`src/include/sofc_pkg.sv`:
```
// ==========================================
// Synth output / fast-lock configuration constants
package sofc_pkg;

  // ==========================================
  // Register map (byte addresses)
  localparam logic [7:0] SOFC_ADDR_WORD   = 8'h00; // Control word entry port
  localparam logic [7:0] SOFC_ADDR_STATUS = 8'h04; // Block state
  localparam logic [7:0] SOFC_ADDR_SEEN   = 8'h08; // Words written since reset
  localparam logic [7:0] SOFC_ADDR_SHADOW = 8'h20; // Readback of word 0, then +4 each

  // ==========================================
  // Control word layout
  localparam int SOFC_NUM_WORDS = 6;  // Words 0..5
  localparam int SOFC_SEL_W     = 3;  // Word select field width
  localparam int SOFC_IDX_FREQ  = 0;  // Integer and fraction word
  localparam int SOFC_IDX_MOD   = 1;  // Modulus word
  localparam int SOFC_IDX_REF   = 2;  // Reference path word
  localparam int SOFC_IDX_CLK   = 3;  // Clock divider word
  localparam int SOFC_IDX_OUT   = 4;  // Output stage control
  localparam int SOFC_IDX_LOCK  = 5;  // Lock pin configuration
  // Word 0
  localparam int SOFC_INT_LSB   = 15;
  localparam int SOFC_INT_W     = 16;
  localparam int SOFC_FRACTION_NUMERATOR_LSB  = 3;
  localparam int SOFC_FRACTION_NUMERATOR_W    = 12;
  // Word 1
  localparam int SOFC_MOD_LSB   = 3;
  localparam int SOFC_MOD_W     = 12;
  // Word 2
  localparam int SOFC_DBL_BIT   = 25;
  localparam int SOFC_HALF_BIT  = 24;
  localparam int SOFC_RCNT_LSB  = 14;
  localparam int SOFC_RCNT_W    = 10;
  // Word 3
  localparam int SOFC_SLIP_BIT  = 18;
  localparam int SOFC_MODE_LSB  = 15;
  localparam int SOFC_MODE_W    = 2;
  localparam int SOFC_CDIV_LSB  = 3;
  localparam int SOFC_CDIV_W    = 12;
  // Word 4
  localparam int SOFC_DIV_LSB   = 20;
  localparam int SOFC_DIV_W     = 3;
  localparam int SOFC_AUXS_BIT  = 9;
  localparam int SOFC_AUXE_BIT  = 8;
  localparam int SOFC_AUXP_LSB  = 6;
  localparam int SOFC_MAINE_BIT = 5;
  localparam int SOFC_MAINP_LSB = 3;
  localparam int SOFC_PWR_W     = 2;
  // Word 5
  localparam int SOFC_LDP_LSB   = 22;
  localparam int SOFC_LDP_W     = 2;

  // ==========================================
  // Status register layout
  localparam int SOFC_ST_WIDE   = 0;  // Wide bandwidth active
  localparam int SOFC_ST_SYNC   = 1;  // Resync timer running
  localparam int SOFC_ST_CELL   = 4;  // Extra pump cell count, 3 bits
  localparam int SOFC_ST_SEL    = 8;  // Last word select, 3 bits

  // ==========================================
  // Bus codes and limits
  localparam logic [1:0] SOFC_HTRANS_NONSEQ = 2'h2;
  localparam logic       SOFC_HRESP_OKAY    = 1'h0;
  localparam logic [2:0] SOFC_SLIP_MAX      = 3'h7; // Extra pump cells at most

  // Clock divider modes
  typedef enum logic [1:0] {
    SOFC_CDIV_OFF    = 2'h0,
    SOFC_CDIV_FAST   = 2'h1,
    SOFC_CDIV_RESYNC = 2'h2
  } sofc_cdiv_mode_t;

  // Slip reduction controller states
  typedef enum logic [2:0] {
    SOFC_SLIP_IDLE    = 3'h1,
    SOFC_SLIP_BOOST   = 3'h2,
    SOFC_SLIP_RELEASE = 3'h4
  } sofc_slip_state_t;

  // Word select from a raw control word
  function automatic logic [SOFC_SEL_W-1:0] sofc_sel(input logic [31:0] w);
    return w[SOFC_SEL_W-1:0];
  endfunction

endpackage

```
`src/core/sofc_timer.sv`:
```
`timescale 1ns/1ps
// ==========================================
// Clock divider timer: fast-lock window or periodic resync
module sofc_timer #(
  parameter int unsigned W = 12
) (
  input  logic                     clk,
  input  logic                     rstn,
  input  logic                     load,
  input  sofc_pkg::sofc_cdiv_mode_t mode,
  input  logic [W-1:0]             value,
  input  logic                     tick,
  output logic                     wide_bw,
  output logic                     resync_run,
  output logic                     sync_pulse
);
  import sofc_pkg::*;

  logic [W-1:0] cnt;     // Ticks left in the current period
  logic [W-1:0] period;  // Reload for resync mode
  logic         active;  // Timer running
  logic         rs;      // Running in resync mode
  logic         last;    // Final tick of a period

  assign last       = active && tick && (cnt <= W'(1));
  assign wide_bw    = active && !rs;
  assign resync_run = active && rs;

  // Load on a clock divider word, count comparison ticks
  always_ff @(posedge clk or negedge rstn) begin
    if (!rstn) begin
      cnt    <= '0;
      period <= '0;
      active <= 1'b0;
      rs     <= 1'b0;
    end else if (load) begin
      // Fast-lock or resync starts unless the value is zero; off stops the timer
      cnt    <= value;
      period <= value;
      active <= (mode == SOFC_CDIV_FAST || mode == SOFC_CDIV_RESYNC) && (value != '0);
      rs     <= (mode == SOFC_CDIV_RESYNC);
    end else if (last) begin
      // Period done: reload for resync, end window for fast lock
      cnt    <= period;
      active <= rs;
    end else if (active && tick) begin
      cnt <= cnt - W'(1);
    end
  end

  // One-cycle sync marker at each resync period end, unless a load arrives in the same cycle
  always_ff @(posedge clk or negedge rstn) begin
    if (!rstn) begin
      sync_pulse <= 1'b0;
    end else begin
      sync_pulse <= last && rs && !load;
    end
  end
endmodule

```
`src/core/sofc_top.sv`:
```
`timescale 1ns/1ps
// Notes on behaviour
// Aux output chooses divided or raw oscillator
// Aux output enable bit
// Aux output power two-bit field
// Primary output enable bit
// Primary output power two-bit field
// Select pattern 1,0,1 stores lock pin word
// Lock pin behaviour from upper field
// Host writes words five down to zero
// Output rate from integer, fraction, modulus, divider
// Comparison rate from doubler, count, halver
// Host keeps comparison rate under limit
// Halver divides by two, even duty
// Modulus honoured over full twelve bits
// Slip warning adds one cell, seven max
// After overshoot cells drop one by one
// Word three bit enables slip reduction
// Host enables slip only with even duty; the bench enables it with the halver off
// Mode 0,1 loads fast-lock timer
// Wide bandwidth lasts timer-value comparison ticks
// Host initialises once, then writes word three
// Mode 0,0 off, 1,0 resync
// Word select decoded, only that word updated
module sofc_top #(
  parameter int unsigned RCNT_W  = 10,
  parameter int unsigned TIMER_W = 12
) (
  input  logic                             hclk,
  input  logic                             hresetn,
  input  logic                             hsel,
  input  logic [31:0]                      haddr,
  input  logic [1:0]                       htrans,
  input  logic                             hwrite,
  input  logic [2:0]                       hsize,
  input  logic [31:0]                      hwdata,
  input  logic                             hready,
  output logic                             hreadyout,
  output logic [31:0]                      hrdata,
  output logic                             hresp,
  input  logic                             ref_in,
  input  logic                             slip_warn_in,
  input  logic                             overshoot_in,
  output logic                             aux_sel,
  output logic                             aux_en,
  output logic [sofc_pkg::SOFC_PWR_W-1:0]  aux_pwr,
  output logic                             main_en,
  output logic [sofc_pkg::SOFC_PWR_W-1:0]  main_pwr,
  output logic [sofc_pkg::SOFC_DIV_W-1:0]  out_div_sel,
  output logic [sofc_pkg::SOFC_LDP_W-1:0]  lock_pin_mode,
  output logic [sofc_pkg::SOFC_INT_W-1:0]  int_factor,
  output logic [sofc_pkg::SOFC_FRACTION_NUMERATOR_W-1:0] fraction_numerator,
  output logic [sofc_pkg::SOFC_MOD_W-1:0]  fraction_modulus,
  output logic                             comparison_tick,
  output logic                             wide_bw,
  output logic                             resync_pulse,
  output logic [2:0]                       slip_cells
);
  import sofc_pkg::*;

  // ==========================================
  // Declarations
  logic [31:0]           words [0:SOFC_NUM_WORDS-1]; // Control word store
  logic [SOFC_NUM_WORDS-1:0] seen;    // Words written since reset
  logic [SOFC_SEL_W-1:0] last_sel;    // Select of last word taken
  logic                  addr_ok;     // Valid address phase
  logic                  wr_pend;     // Write data phase pending
  logic [7:0]            wr_addr;     // Captured write address
  logic                  wr_fire;     // Control word arrives now
  logic [SOFC_SEL_W-1:0] wsel;        // Select of arriving word
  logic                  wr_hit;      // Arriving word is mapped
  logic [31:0]           rd_mux;      // Read value for this address
  logic [2:0]            sync1;       // Pin synchroniser stage one
  logic [2:0]            sync2;       // Pin synchroniser stage two
  logic                  ref_d;       // Delayed reference level
  logic                  warn_d;      // Delayed slip warning level
  logic                  ref_edge;    // Active reference edge
  logic                  warn_evt;    // New slip warning
  logic [RCNT_W-1:0]     rcnt;        // Reference counter
  logic [RCNT_W-1:0]     ref_count;   // Programmed division
  logic                  r_tc;        // Reference counter terminal
  logic                  half_tog;    // Divide-by-two toggle
  logic                  doubler;     // Both reference edges active
  logic                  halver;      // Divide-by-two enabled
  logic                  slip_en;     // Slip reduction enabled
  logic                  resync_run;  // Resync timer running
  sofc_slip_state_t      slip_state;  // Slip controller state

  // ==========================================
  // AHB-Lite slave
  assign hreadyout = 1'b1;              // Zero wait states
  assign hresp     = SOFC_HRESP_OKAY;   // Always OKAY
  assign addr_ok   = hsel && hready && (htrans == SOFC_HTRANS_NONSEQ || htrans[1]);
  assign wr_fire   = wr_pend && (wr_addr == SOFC_ADDR_WORD);
  assign wsel      = sofc_sel(hwdata);
  assign wr_hit    = wr_fire && (int'(wsel) < SOFC_NUM_WORDS);

  // Capture address phase, register read data
  always_ff @(posedge hclk or negedge hresetn) begin
    if (!hresetn) begin
      wr_pend <= 1'b0;
      wr_addr <= 8'h00;
      hrdata  <= 32'h0;
    end else begin
      wr_pend <= addr_ok && hwrite;
      wr_addr <= haddr[7:0];
      hrdata  <= (addr_ok && !hwrite) ? rd_mux : 32'h0;
    end
  end

  // Read decode; unmapped reads zero
  always_comb begin
    rd_mux = 32'h0;
    if (haddr[7:0] == SOFC_ADDR_STATUS) begin
      rd_mux[SOFC_ST_WIDE]              = wide_bw;
      rd_mux[SOFC_ST_SYNC]              = resync_run;
      rd_mux[SOFC_ST_CELL +: 3]         = slip_cells;
      rd_mux[SOFC_ST_SEL +: SOFC_SEL_W] = last_sel;
    end else if (haddr[7:0] == SOFC_ADDR_SEEN) begin
      rd_mux[SOFC_NUM_WORDS-1:0] = seen;
    end else begin
      for (int i = 0; i < SOFC_NUM_WORDS; i++) begin
        if (haddr[7:0] == SOFC_ADDR_SHADOW + 8'(4 * i)) begin
          rd_mux = words[i];
        end
      end
    end
  end

  // ==========================================
  // Control word store
  always_ff @(posedge hclk or negedge hresetn) begin
    if (!hresetn) begin
      for (int i = 0; i < SOFC_NUM_WORDS; i++) begin
        words[i] <= 32'h0;
      end
      seen     <= '0;
      last_sel <= '0;
    end else if (wr_hit) begin
      // Only the addressed word changes
      words[wsel] <= hwdata;
      seen[wsel]  <= 1'b1;
      last_sel    <= wsel;
    end
  end

  // ==========================================
  // Field outputs, straight from stored words
  assign aux_sel     = words[SOFC_IDX_OUT][SOFC_AUXS_BIT];
  assign aux_en      = words[SOFC_IDX_OUT][SOFC_AUXE_BIT];
  assign aux_pwr     = words[SOFC_IDX_OUT][SOFC_AUXP_LSB +: SOFC_PWR_W];
  assign main_en     = words[SOFC_IDX_OUT][SOFC_MAINE_BIT];
  assign main_pwr    = words[SOFC_IDX_OUT][SOFC_MAINP_LSB +: SOFC_PWR_W];
  assign out_div_sel = words[SOFC_IDX_OUT][SOFC_DIV_LSB +: SOFC_DIV_W];
  // Lock pin behaviour from word five
  assign lock_pin_mode      = words[SOFC_IDX_LOCK][SOFC_LDP_LSB +: SOFC_LDP_W];
  assign int_factor         = words[SOFC_IDX_FREQ][SOFC_INT_LSB +: SOFC_INT_W];
  assign fraction_numerator = words[SOFC_IDX_FREQ][SOFC_FRACTION_NUMERATOR_LSB +: SOFC_FRACTION_NUMERATOR_W];
  // Any modulus value is passed on untouched
  assign fraction_modulus   = words[SOFC_IDX_MOD][SOFC_MOD_LSB +: SOFC_MOD_W];
  assign doubler   = words[SOFC_IDX_REF][SOFC_DBL_BIT];
  assign halver    = words[SOFC_IDX_REF][SOFC_HALF_BIT];
  assign ref_count = words[SOFC_IDX_REF][SOFC_RCNT_LSB +: RCNT_W];
  assign slip_en   = words[SOFC_IDX_CLK][SOFC_SLIP_BIT];

  // ==========================================
  // Pin synchronisers: ref, warning, overshoot
  always_ff @(posedge hclk or negedge hresetn) begin
    if (!hresetn) begin
      sync1  <= 3'h0;
      sync2  <= 3'h0;
      ref_d  <= 1'b0;
      warn_d <= 1'b0;
    end else begin
      sync1  <= {overshoot_in, slip_warn_in, ref_in};
      sync2  <= sync1;
      ref_d  <= sync2[0];
      warn_d <= sync2[1];
    end
  end
  assign warn_evt = sync2[1] && !warn_d;

  // ==========================================
  // Comparison path: doubler, counter, halver
  // Falling edge only, or both edges when doubled
  assign ref_edge = doubler ? (sync2[0] != ref_d) : (ref_d && !sync2[0]);
  // Count of zero acts as division by one
  assign r_tc = ref_edge && ((rcnt + RCNT_W'(1)) >= ref_count);

  // Reference counter
  always_ff @(posedge hclk or negedge hresetn) begin
    if (!hresetn) begin
      rcnt <= '0;
    end else if (ref_edge) begin
      rcnt <= r_tc ? '0 : rcnt + RCNT_W'(1);
    end
  end

  // Toggle halves the counter output for even duty
  always_ff @(posedge hclk or negedge hresetn) begin
    if (!hresetn) begin
      half_tog        <= 1'b0;
      comparison_tick <= 1'b0;
    end else begin
      if (r_tc) begin
        half_tog <= !half_tog;
      end
      comparison_tick <= r_tc && (!halver || half_tog);
    end
  end

  // ==========================================
  // Fast-lock and resync timer
  sofc_timer #(
    .W (TIMER_W)
  ) u_timer (
    .clk        (hclk),
    .rstn       (hresetn),
    .load       (wr_hit && int'(wsel) == SOFC_IDX_CLK),
    .mode       (sofc_cdiv_mode_t'(hwdata[SOFC_MODE_LSB +: SOFC_MODE_W])),
    .value      (hwdata[SOFC_CDIV_LSB +: TIMER_W]),
    .tick       (comparison_tick),
    .wide_bw    (wide_bw),
    .resync_run (resync_run),
    .sync_pulse (resync_pulse)
  );

  // ==========================================
  // Slip reduction: extra pump cells
  always_ff @(posedge hclk or negedge hresetn) begin
    if (!hresetn) begin
      slip_state <= SOFC_SLIP_IDLE;
      slip_cells <= 3'h0;
    end else if (!slip_en) begin
      // Disabled: no extra cells
      slip_state <= SOFC_SLIP_IDLE;
      slip_cells <= 3'h0;
    end else begin
      case (slip_state)
        SOFC_SLIP_IDLE: begin
          // First warning switches on one cell
          if (warn_evt) begin
            slip_state <= SOFC_SLIP_BOOST;
            slip_cells <= 3'h1;
          end
        end
        SOFC_SLIP_BOOST: begin
          // Overshoot starts the release
          if (sync2[2]) begin
            slip_state <= SOFC_SLIP_RELEASE;
          end else if (warn_evt && slip_cells < SOFC_SLIP_MAX) begin
            slip_cells <= slip_cells + 3'h1;
          end
        end
        SOFC_SLIP_RELEASE: begin
          // One cell off per comparison tick
          if (comparison_tick) begin
            slip_cells <= slip_cells - 3'h1;
            if (slip_cells <= 3'h1) begin
              slip_state <= SOFC_SLIP_IDLE;
            end
          end
        end
        default: begin
          slip_state <= SOFC_SLIP_IDLE;
          slip_cells <= 3'h0;
        end
      endcase
    end
  end
endmodule

```
`config.mk`:
```
export PLATFORM = sky130hd
export DESIGN_NAME = sofc_top
export DESIGN_NICKNAME = d
export VERILOG_FILES = /design/src/include/sofc_pkg.sv /design/src/core/sofc_timer.sv /design/src/core/sofc_top.sv
export SDC_FILE = /design/constraint.sdc
export NUM_CORES = 1
export LEC_CHECK = 0
export BUFFER_PORTS_ARGS = -buffer_cell sky130_fd_sc_hd__buf_2
export CORE_MARGIN = 8
export CORE_UTILIZATION = 58
export DETAILED_ROUTE_END_ITERATION = 6
export GPL_ROUTABILITY_DRIVEN = 0
export HOLD_SLACK_MARGIN = 0.03
export PLACE_DENSITY = 0.77
export SLEW_MARGIN = 10
export SYNTH_ARGS = -nofsm -noshare
export SYNTH_HDL_FRONTEND = slang
export SYNTH_SLANG_ARGS = --single-unit
```
`constraint.sdc`:
```
create_clock -name hclk -period 2.76 [get_ports hclk]
set_input_delay 0 -clock hclk [delete_from_list [all_inputs] [get_ports hclk]]
set_output_delay 0 -clock hclk [all_outputs]
set_load 0.03 [all_outputs]
```
==> metrics.txt, run 1 <==
Area Overhead vs Synth 16.39%; via count of the first global-routing pass 10,480; slew at the pin closest to its max-slew limit 0.7505 ns; endpoint type of the worst setup path flip-flop; antenna diode count 0; Crit path required time 3.21 ns; critical path start-end classification flip-flop to flip-flop; Pleak 0.007937 uW; via density per instance 5.985; part of the cycle the worst path needs 0.9792; library cell contributing the largest single delay on the critical path dfrtp_1; DP Wirelength 22.55 mm; result of the run completed; WL/cell 20.85 um; Async S/R FF share, synth 1.000; net count of the mapped netlist 1,329; Critical R2R Capture rcnt[9]; largest fanout on the critical path 8; DRT iter0 DRCs 843; ordered list of cells on the worst path buf_4 -> nand2_1 -> nor4_2 -> xnor2_1 -> ha_1 -> a2111oi_1 -> o21ai_1 -> a21oi_2 -> nor3_1 -> buf_4 -> a211oi_1; Startpoint Class flip-flop; number of nets in the layout 1,477; arrival time at the worst endpoint 3.15 ns; worst flop-to-flop path startpoint rcnt[0]; number of cell rows 56; Period minus WS final 2.703 ns; H-tree depth 1; worst setup path start rcnt[0]; Post-Synthesis Cell Area 0.01361 mm2; largest net degree at the start of global routing 81; net switching power of the design 2546 uW; cell accounting for the most synthesized area dfrtp_1; number of synthesized flops with an enable pin 0; fmax 370.0 MHz; most frequent cell after synthesis dfrtp_1; Via Count 10,280; Longest Clk Path Bufs 3; Synth top area share 0.5405; Crit path top cell by count buf_4; antenna violations before repair 1; worst clock skew on the final layout 0.01026 ns; combinational fraction of design power 0.142; Primary FF master, synth dfrtp_1; clock share of power 0.382; die height 169.2 um; number of fill cells 1,759; part of the total power dissipated in sequential elements 0.476; Gate Count Post-Synth 1,234; clock sink count 295; pwr dens 611.9 mW/mm2; clock buffer count from CTS 30; largest cells by area after synthesis dfrtp_1 (54%), mux2_2 (12%), nand2_1 (5.8%); final count of pins violating max slew 0; number of violations of the max-capacitance limit 0; DRC violations left 0; Critical Path Max Stage Delay 0.40 ns; count of buffers from port buffering 138; Max-slew headroom 0.4986; top post-synthesis cells by count dfrtp_1 (294), nand2_1 (209), mux2_2 (143), a21oi_1 (68), buf_4 (51); internal power component 7149 uW; synthesized area per cell 11.03 um2; I/O pin count 169; switching power as a share of total power 0.2626; Setup crit end rcnt[9]; total wirelength of the detailed-routed design 35.81 mm; worst-case register-to-register setup slack 0.06 ns; Hold WC Path Type input port to asynchronous set/reset pin; CTS tree built; number of distinct library cells after synthesis 72; Clock transition at path regs 0.06 ns; clock latency on the worst-skew pair 0.55 ns; post-synthesis register bit count 295; overall overflow remaining after global route 0; final cell count without fillers 1,718; global-route total usage across every layer 0.2489; part of the Yosys area used for sequential elements 0.5424; maximum VDD drop 0.4801 mV; Core Footprint 0.02326 mm2; Layout Utilization 0.6810; placed cell count 1,620; fraction of layout cells with a size suffix above 1 0.2773; final hold viol count 0; antenna-violating nets left 0; DIE WIDTH 169.2 um; Initial Util 0.5851; global-route wire length before repair 57.24 mm; die area 0.02863 mm2; number of detailed-route iterations in the first pass 6; count of synthesis-stage warnings from yosys 0; number of setup violations in the final report 0; clock tree root driver cell clkbuf_16; R2R depth 11
stage by stage:
step / hold WS, ns / setup TNS [ns] / cell area (um2) / setup slack [ns] / total power, uW
floorplan: -0.2956 / 0 / 13610 / 0.2510 / 5464
global placement: 0.02791 / 0 / 14450 / 0.08112 / 5899
detailed placement: 0.03306 / 0 / 14450 / 0.05363 / 5937
CTS: 0.04528 / 0 / 15810 / 0.01037 / 9673
global route: 0.07812 / -0.2181 / 15840 / -0.07280 / 10100
finish: 0.03088 / 0 / 15840 / 0.05736 / 9695
kinds of logic after synthesis:
| family | share of synthesized area |
|---|---|
| compound gates | 0.09652 |
| xor+xnor | 0.009008 |
| fa+ha+maj | 0.01655 |
| buf+inv | 0.05478 |
| flops | 0.5424 |
| mux | 0.1502 |
| other cells | 0.0005517 |
| simple gates | 0.1300 |
how the worst min path moves through the flow:
stage,start,end,cells past startpoint
final,hresetn,sync1[2],2
after global routing,hresetn,sync1[2],2
after CTS,hresetn,sync1[2],2
after detailed placement,hresetn,sync2[1],1
after global placement,hresetn,sync2[1],1
after floorplan,hresetn,aux_en,0
final cells by class:
class | instances | area, um2 | area share
Multi-Input combinational cell | 799 | 5532 | 0.3492
Tap cell | 319 | 399.1 | 0.02519
Timing Repair Buffer | 231 | 1556 | 0.09825
Clock inverter | 4 | 20.02 | 0.001264
Sequential cell | 295 | 7383 | 0.4660
Inverter | 25 | 93.84 | 0.005923
Clock buffer | 45 | 858.3 | 0.05418
state kept, by name, summed over array words and instances (netlist names), 2 cells and up:
register / count
out_div_sel: 3
lock_pin_mode: 2
u_timer.period: 12
rcnt: 10
fraction_numerator: 12
slip_cells: 3
int_factor: 16
ref_count: 10
main_pwr: 2
slip_state: 3
fraction_modulus: 12
wr_addr: 8
aux_pwr: 2
sync2: 3
hrdata: 32
words: 127
seen: 6
u_timer.cnt: 12
sync1: 3
last_sel: 3
repair_timing:
| action | CTS | global route |
|---|---|---|
| buffers inserted | 0 | 1 |
| gates resized for setup | 0 | 8 |
| endpoints found under the setup margin | 0 | 12 |
| hold buffers | 48 | 0 |
| hold endpoints to repair | 520 | 0 |
power groups by stage:
| stage | Clock, uW | Sequential (uW) | Combinational (uW) |
|---|---|---|---|
| after floorplan | 0 | 4650 | 816 |
| after global placement | 0 | 4680 | 1220 |
| after detailed placement | 0 | 4680 | 1260 |
| after CTS | 3750 | 4610 | 1310 |
| after global routing | 3960 | 4630 | 1510 |
| final | 3700 | 4620 | 1370 |
metal layers:
metal	up-vias	wire, um	track usage
met5	-	13	0
met4	2	883	0.07849
met3	66	2598	0.04373
met2	404	17490	0.4152
met1	5222	14830	0.3278
li1	4588	-	-
critical path, delay by kind of cell (launching register included):
kind                       cells  cell delay, ns
AOI/OAI and AO/OA              4            0.91
adders and majority gates      1            0.29
and+or+nand+nor                3            0.47
xor gates and xnor gates       1            0.19
buffers and inverters          2            0.34
DFF                            1            0.40
placed cells by master (no fill, tap or decap), types with 8 or more instances in the layout:
master	count
a211oi_1	8
a21oi_1	67
and2_1	13
buf_2	137
buf_4	42
clkbuf_1	11
clkbuf_16	31
dfrtp_1	294
dlygate4sd3_1	48
ha_1	17
inv_1	25
mux2_2	143
mux2i_1	31
nand2_1	209
nand2b_1	18
nand3_1	14
nand4_1	10
nor2_1	42
nor2b_1	9
nor3_1	17
o21ai_0	47
o221ai_1	21
o31ai_1	11
No activity file was read; power rests on OpenSTA's default activity.
==> run 2, diff against run 1 <==
--- a/config.mk
+++ b/config.mk
@@ -10,6 +10,7 @@
 export CORE_UTILIZATION = 58
 export DETAILED_ROUTE_END_ITERATION = 6
 export GPL_ROUTABILITY_DRIVEN = 0
+export GPL_TIMING_DRIVEN = 0
 export HOLD_SLACK_MARGIN = 0.03
 export PLACE_DENSITY = 0.77
 export SLEW_MARGIN = 10
==> metrics.txt, run 2 (same netlist as run 1, synthesis figures left out) <==
worst clock skew on the final layout 0.01667 ns (+0.006403 ns); antenna-violating nets left 0 (unchanged); antenna violations before repair 1 (unchanged); die area 0.02863 mm2 (unchanged); Sum Neg Setup Slack 0 ns (unchanged); commonest non-fill, non-tap cells in the layout dfrtp_1 (294), nand2_1 (209), buf_2 (151); number of fill cells 1,690 (-3.9%); via density per instance 5.882 (-1.7%); via count of the first global-routing pass 10,850 (+3.5%); critical path start-end classification flip-flop to flip-flop; final cell count without fillers 1,805 (+5.1%); clock sink count 295 (unchanged); Critical Path Max Stage Delay 0.44 ns (+0.04 ns); R2R depth 6 (-5); overall overflow remaining after global route 0 (unchanged); largest fanout on the critical path 10 (+2); ordered list of cells on the worst path nor4_2 -> nand2_1 -> nor2_2 -> nand3_1 -> clkbuf_1 -> mux2_2; final hold viol count 0 (unchanged); number of cell rows 56 (unchanged); final total power 10,320 uW (+6.5%); Critical R2R Capture words[145]; number of detailed-route iterations in the first pass 6 (unchanged); DIE WIDTH 169.2 um (unchanged); pwr dens 626.2 mW/mm2 (+2.3%); arrival time at the worst endpoint 3.07 ns (-0.08 ns); number of setup violations in the final report 0 (unchanged); fraction of layout cells with a size suffix above 1 0.3015 (+0.02414); Period minus WS final 2.624 ns (-0.07876 ns); most common library cell in the layout ignoring fill and taps dfrtp_1; CTS tree built; Via Count 10,620 (+3.3%); RSZ-0062 raised after global routing no; total wirelength of the detailed-routed design 37.25 mm (+4.0%); fmax 381.1 MHz (+3.0%); number of nets in the layout 1,557 (+5.4%); placed cell count 1,690 (+4.3%); Clock transition at path regs 0.06 ns (about the same); number of violations of the max-capacitance limit 0 (unchanged); result of the run completed; Area Overhead vs Synth 21.10%; cell family with the largest share of critical-path delay simple AND/OR/NAND/NOR gates; Startpoint Class flip-flop; DP Wirelength 24.98 mm (+11%); Place WS -0.2742 ns (-0.3279 ns); Largest register FFs 127 (unchanged); global-route total usage across every layer 0.2584 (+0.009520); Biggest register words; DRC violations left 0 (unchanged); clock tree root driver cell clkbuf_16; WL/cell 20.64 um (-1.0%); Core Footprint 0.02326 mm2 (unchanged); clock latency on the worst-skew pair 0.57 ns (+0.02 ns); Max-slew headroom 0.2781 (-0.2205); Longest Clk Path Bufs 3 (unchanged); tightest hold margin 0.07331 ns (+0.04243 ns); clock buffer count from CTS 30 (unchanged); maximum VDD drop 0.5630 mV (+17%); DRT iter0 DRCs 1,003 (+19%); largest net degree at the start of global routing 110 (+36%); Crit path required time 3.20 ns (about the same); part of the cycle the worst path needs 0.9507 (-0.02854); worst flop-to-flop path startpoint wr_addr[1]; minimum setup slack in the final design 0.1361 ns (+0.07876 ns); global-route wire length before repair 58.86 mm (+2.8%); Initial Util 0.5851 (unchanged); library cell contributing the largest single delay on the critical path nor4_2; Critical path buffers and inverters 1 (-1); I/O pin count 169 (unchanged); Hold WC Path Type input port to asynchronous set/reset pin; worst-case register-to-register setup slack 0.14 ns (+0.08 ns); H-tree depth 1 (unchanged); final count of pins violating max slew 0 (unchanged); slew at the pin closest to its max-slew limit 1.083 ns (+0.3323 ns); count of buffers from port buffering 135 (-2.2%); endpoint type of the worst setup path flip-flop; Pleak 0.008268 uW (+4.2%); die height 169.2 um (unchanged); antenna diode count 0 (unchanged)
run 2: timing repair:
item                       4_1_cts  5_1_grt
pin swaps                        0        4
setup endpoints to repair       38      131
hold buffers                    50        0
setup buffers                    2        7
hold endpoints to repair       330        0
gates resized for setup          6       21
run 2: report_power, final:
part	total, uW	switching (uW)	internal, uW
Sequential	4590	134	4450
Clock	4340	1770	2570
Combinational	1400	835	560
Total	10300	2740	7580
run 2: worst max path at each step:
stage	from	end	slack [ns]	cells past startpoint
5_1_grt	rcnt[2]	rcnt[0]	0.01	10
3_5_place_dp	rcnt[0]	comparison_tick	-0.27	12
6_report	wr_addr[1]	words[145]	0.14	6
2_1_floorplan	rcnt[0]	comparison_tick	0.25	12
3_3_place_gp	hresetn	rcnt[5]	-3.69	1
4_1_cts	wr_addr[1]	words[92]	0.03	7
run 2: layout make-up:
cell class	instances	area, um2	area share
inverters	25	93.84	0.005693
multi-input cells	799	5575	0.3382
clock buffers	33	803.3	0.04873
plain buffers	115	655.6	0.03978
repair buffers	196	1309	0.07940
well taps	319	399.1	0.02421
flip-flops and latches	295	7383	0.4479
clock inverters	23	264.0	0.01602
run 2: per-stage QoR:
stage,instance area (um2),util
3_5_place_dp,14760,0.6344
2_1_floorplan,13610,-
5_1_grt,16480,0.7086
3_3_place_gp,14690,0.6313
4_1_cts,16360,0.7035
6_report,16480,0.7086
run 2: metal layers:
layer	global-route usage	share of wire
met5	0	0.00035
met4	0.09927	0.035
met3	0.04885	0.070
met2	0.4276	0.48
met1	0.3341	0.41
==> run 3, diff against run 2 <==
--- a/config.mk
+++ b/config.mk
@@ -5,7 +5,7 @@
 export SDC_FILE = /design/constraint.sdc
 export NUM_CORES = 1
 export LEC_CHECK = 0
-export BUFFER_PORTS_ARGS = -buffer_cell sky130_fd_sc_hd__buf_2
+export BUFFER_PORTS_ARGS = -buffer_cell sky130_fd_sc_hd__buf_4
 export CORE_MARGIN = 8
 export CORE_UTILIZATION = 58
 export DETAILED_ROUTE_END_ITERATION = 6
==> metrics.txt, run 3 (same netlist as run 1, synthesis figures left out) <==
global-route total usage across every layer 0.2603 (+0.001942); number of violations of the max-capacitance limit 0 (unchanged); clock share of power 0.409 (-0.011); slew at the pin closest to its max-slew limit 1.062 ns (-0.02092 ns); clock latency on the worst-skew pair 0.55 ns (-0.02 ns); via density per instance 5.970 (+1.5%); part of the cycle the worst path needs 0.9774 (+0.02670); Crit path required time 3.20 ns (about the same); die height 169.2 um (unchanged); final count of pins violating max slew 0 (unchanged); arrival time at the worst endpoint 3.14 ns (+0.07 ns); combinational fraction of design power 0.142 (+0.007); count of buffers from port buffering 135 (unchanged); Clock transition at path regs 0.06 ns (about the same); Core Footprint 0.02326 mm2 (unchanged); final non-filler cell area 0.01675 mm2 (+1.6%); final total power 10,260 uW (-0.65%); CTS tree built; instance count along the most critical hold path 5; DP Wirelength 25.22 mm (+0.95%); Initial Util 0.5851 (unchanged); Startpoint Class flip-flop; antenna-violating nets left 0 (unchanged); critical path start-end classification flip-flop to flip-flop; tightest hold margin 0.03212 ns (-0.04119 ns); final cell count without fillers 1,797 (-0.44%); antenna violations before repair 0 (-1); clock tree root driver cell clkbuf_16; Max-slew headroom 0.2921 (+0.01395); DRC violations left 0 (unchanged); Area Overhead vs Synth 23.07%; net switching power of the design 2710 uW (-1.0%); most common library cell in the layout ignoring fill and taps dfrtp_1; number of cell rows 56 (unchanged); worst-case register-to-register setup slack 0.06 ns (-0.07 ns); Period minus WS final 2.698 ns (+0.07370 ns); DIE WIDTH 169.2 um (unchanged); Largest register FFs 127 (unchanged); global-route wire length before repair 59.52 mm (+1.1%); fmax 370.7 MHz (-2.7%); Critical R2R Capture words[18]; Hold WC Path Type input port to flip-flop; via count of the first global-routing pass 11,090 (+2.3%); part of the total power dissipated in sequential elements 0.448 (+0.004); pwr dens 612.2 mW/mm2 (-2.2%); Pleak 0.008271 uW (about the same); hold-critical path endpoint hrdata[10]; Biggest register words; total wirelength of the detailed-routed design 37.61 mm (+0.98%); placed cell count 1,690 (unchanged); clock buffer count from CTS 30 (unchanged); fraction of layout cells with a size suffix above 1 0.2963 (-0.005134); number of setup violations in the final report 0 (unchanged); origin of the worst min-delay path hsel; largest fanout on the critical path 10 (unchanged); endpoint type of the worst setup path flip-flop; die area 0.02863 mm2 (unchanged); internal power component 7546 uW (-0.50%); switching power as a share of total power 0.2642 (-0.001073); result of the run completed; largest net degree at the start of global routing 116 (+5.5%); final hold viol count 0 (unchanged); worst flop-to-flop path startpoint wr_addr[1]; number of detailed-route iterations in the first pass 5 (-1); number of fill cells 1,667 (-1.4%); area of all sequential standard cells 0.007383 mm2 (unchanged); H-tree depth 1 (unchanged); number of nets in the layout 1,551 (-0.39%); clock sink count 295 (unchanged); worst clock skew on the final layout 0.01918 ns (+0.002511 ns); commonest non-fill, non-tap cells in the layout dfrtp_1 (294), nand2_1 (209), buf_4 (189); R2R depth 6 (unchanged); maximum VDD drop 0.5054 mV (-10%); overall overflow remaining after global route 0 (unchanged); Longest Clk Path Bufs 3 (unchanged); I/O pin count 169 (unchanged); footprint of the multi-input gates 0.005583 mm2 (+0.13%); WL/cell 20.93 um (+1.4%); antenna diode count 0 (unchanged); area of placed instances 0.01509 mm2 (+2.2%); DRT iter0 DRCs 914 (-8.9%); Via Count 10,730 (+1.0%)
==> run 3: metal layers <==
layer / up-vias / share of wire / track usage
li1: 4746 / - / -
met1: 5390 / 0.41 / 0.3399
met2: 479 / 0.47 / 0.4236
met3: 113 / 0.076 / 0.04769
met4: 0 / 0.043 / 0.1104
met5: - / 0 / 0
==> run 3: through the flow <==
stage               TNS (ns)  utilization  setup WS, ns
global route         -0.2341       0.7201      -0.02951
floorplan                  0            -        0.2510
CTS                 -0.02822       0.7158      -0.01537
detailed placement    -4.821       0.6486       -0.3665
finish                     0       0.7201       0.06242
global placement     -243.75       0.6459       -0.8487
==> run 3: layout make-up <==
cell class	count	share of cell area
sequential	295	0.4407
buffer	114	0.03891
tap	319	0.02383
clock buffer	44	0.05340
clock inverter	10	0.007768
timing repair buffer	191	0.09650
inverter	25	0.005602
multi-input combinational	799	0.3333
==> run 3: worst max-delay path by stage <==
stage                           from               to  slack (ns)  cells past startpoint
after CTS                    rcnt[1]  comparison_tick       -0.02                     12
after global placement       hresetn          rcnt[4]       -0.85                      1
final                     wr_addr[1]        words[18]        0.06                      6
after global routing      wr_addr[1]     ref_count[9]       -0.03                      6
after floorplan              rcnt[0]  comparison_tick        0.25                     12
after detailed placement     rcnt[0]  comparison_tick       -0.37                     12
==> run 3: repair_timing <==
item | in CTS | in global routing
setup buffers | 1 | 3
hold endpoints to repair | 520 | 0
pin swaps | 0 | 1
endpoints found under the setup margin | 38 | 139
hold buffers | 50 | 0
resized for setup | 7 | 22
==> run 3: worst max-delay path, cell delays in order (launching register included) <==
cell and delay, ns:
dfrtp_1 0.37, nor4_2 0.47, nand2_1 0.16, nor2_2 0.31, nand4b_1 0.50, buf_2 0.42, mux2_1 0.34
==> run 3: power groups by stage <==
stage	Combinational (uW)	Sequential [uW]	Clock, uW
after detailed placement	1250	4670	0
after global routing	1610	4610	4410
after global placement	1200	4660	0
final	1460	4600	4200
after floorplan	816	4650	0
after CTS	1380	4590	4230
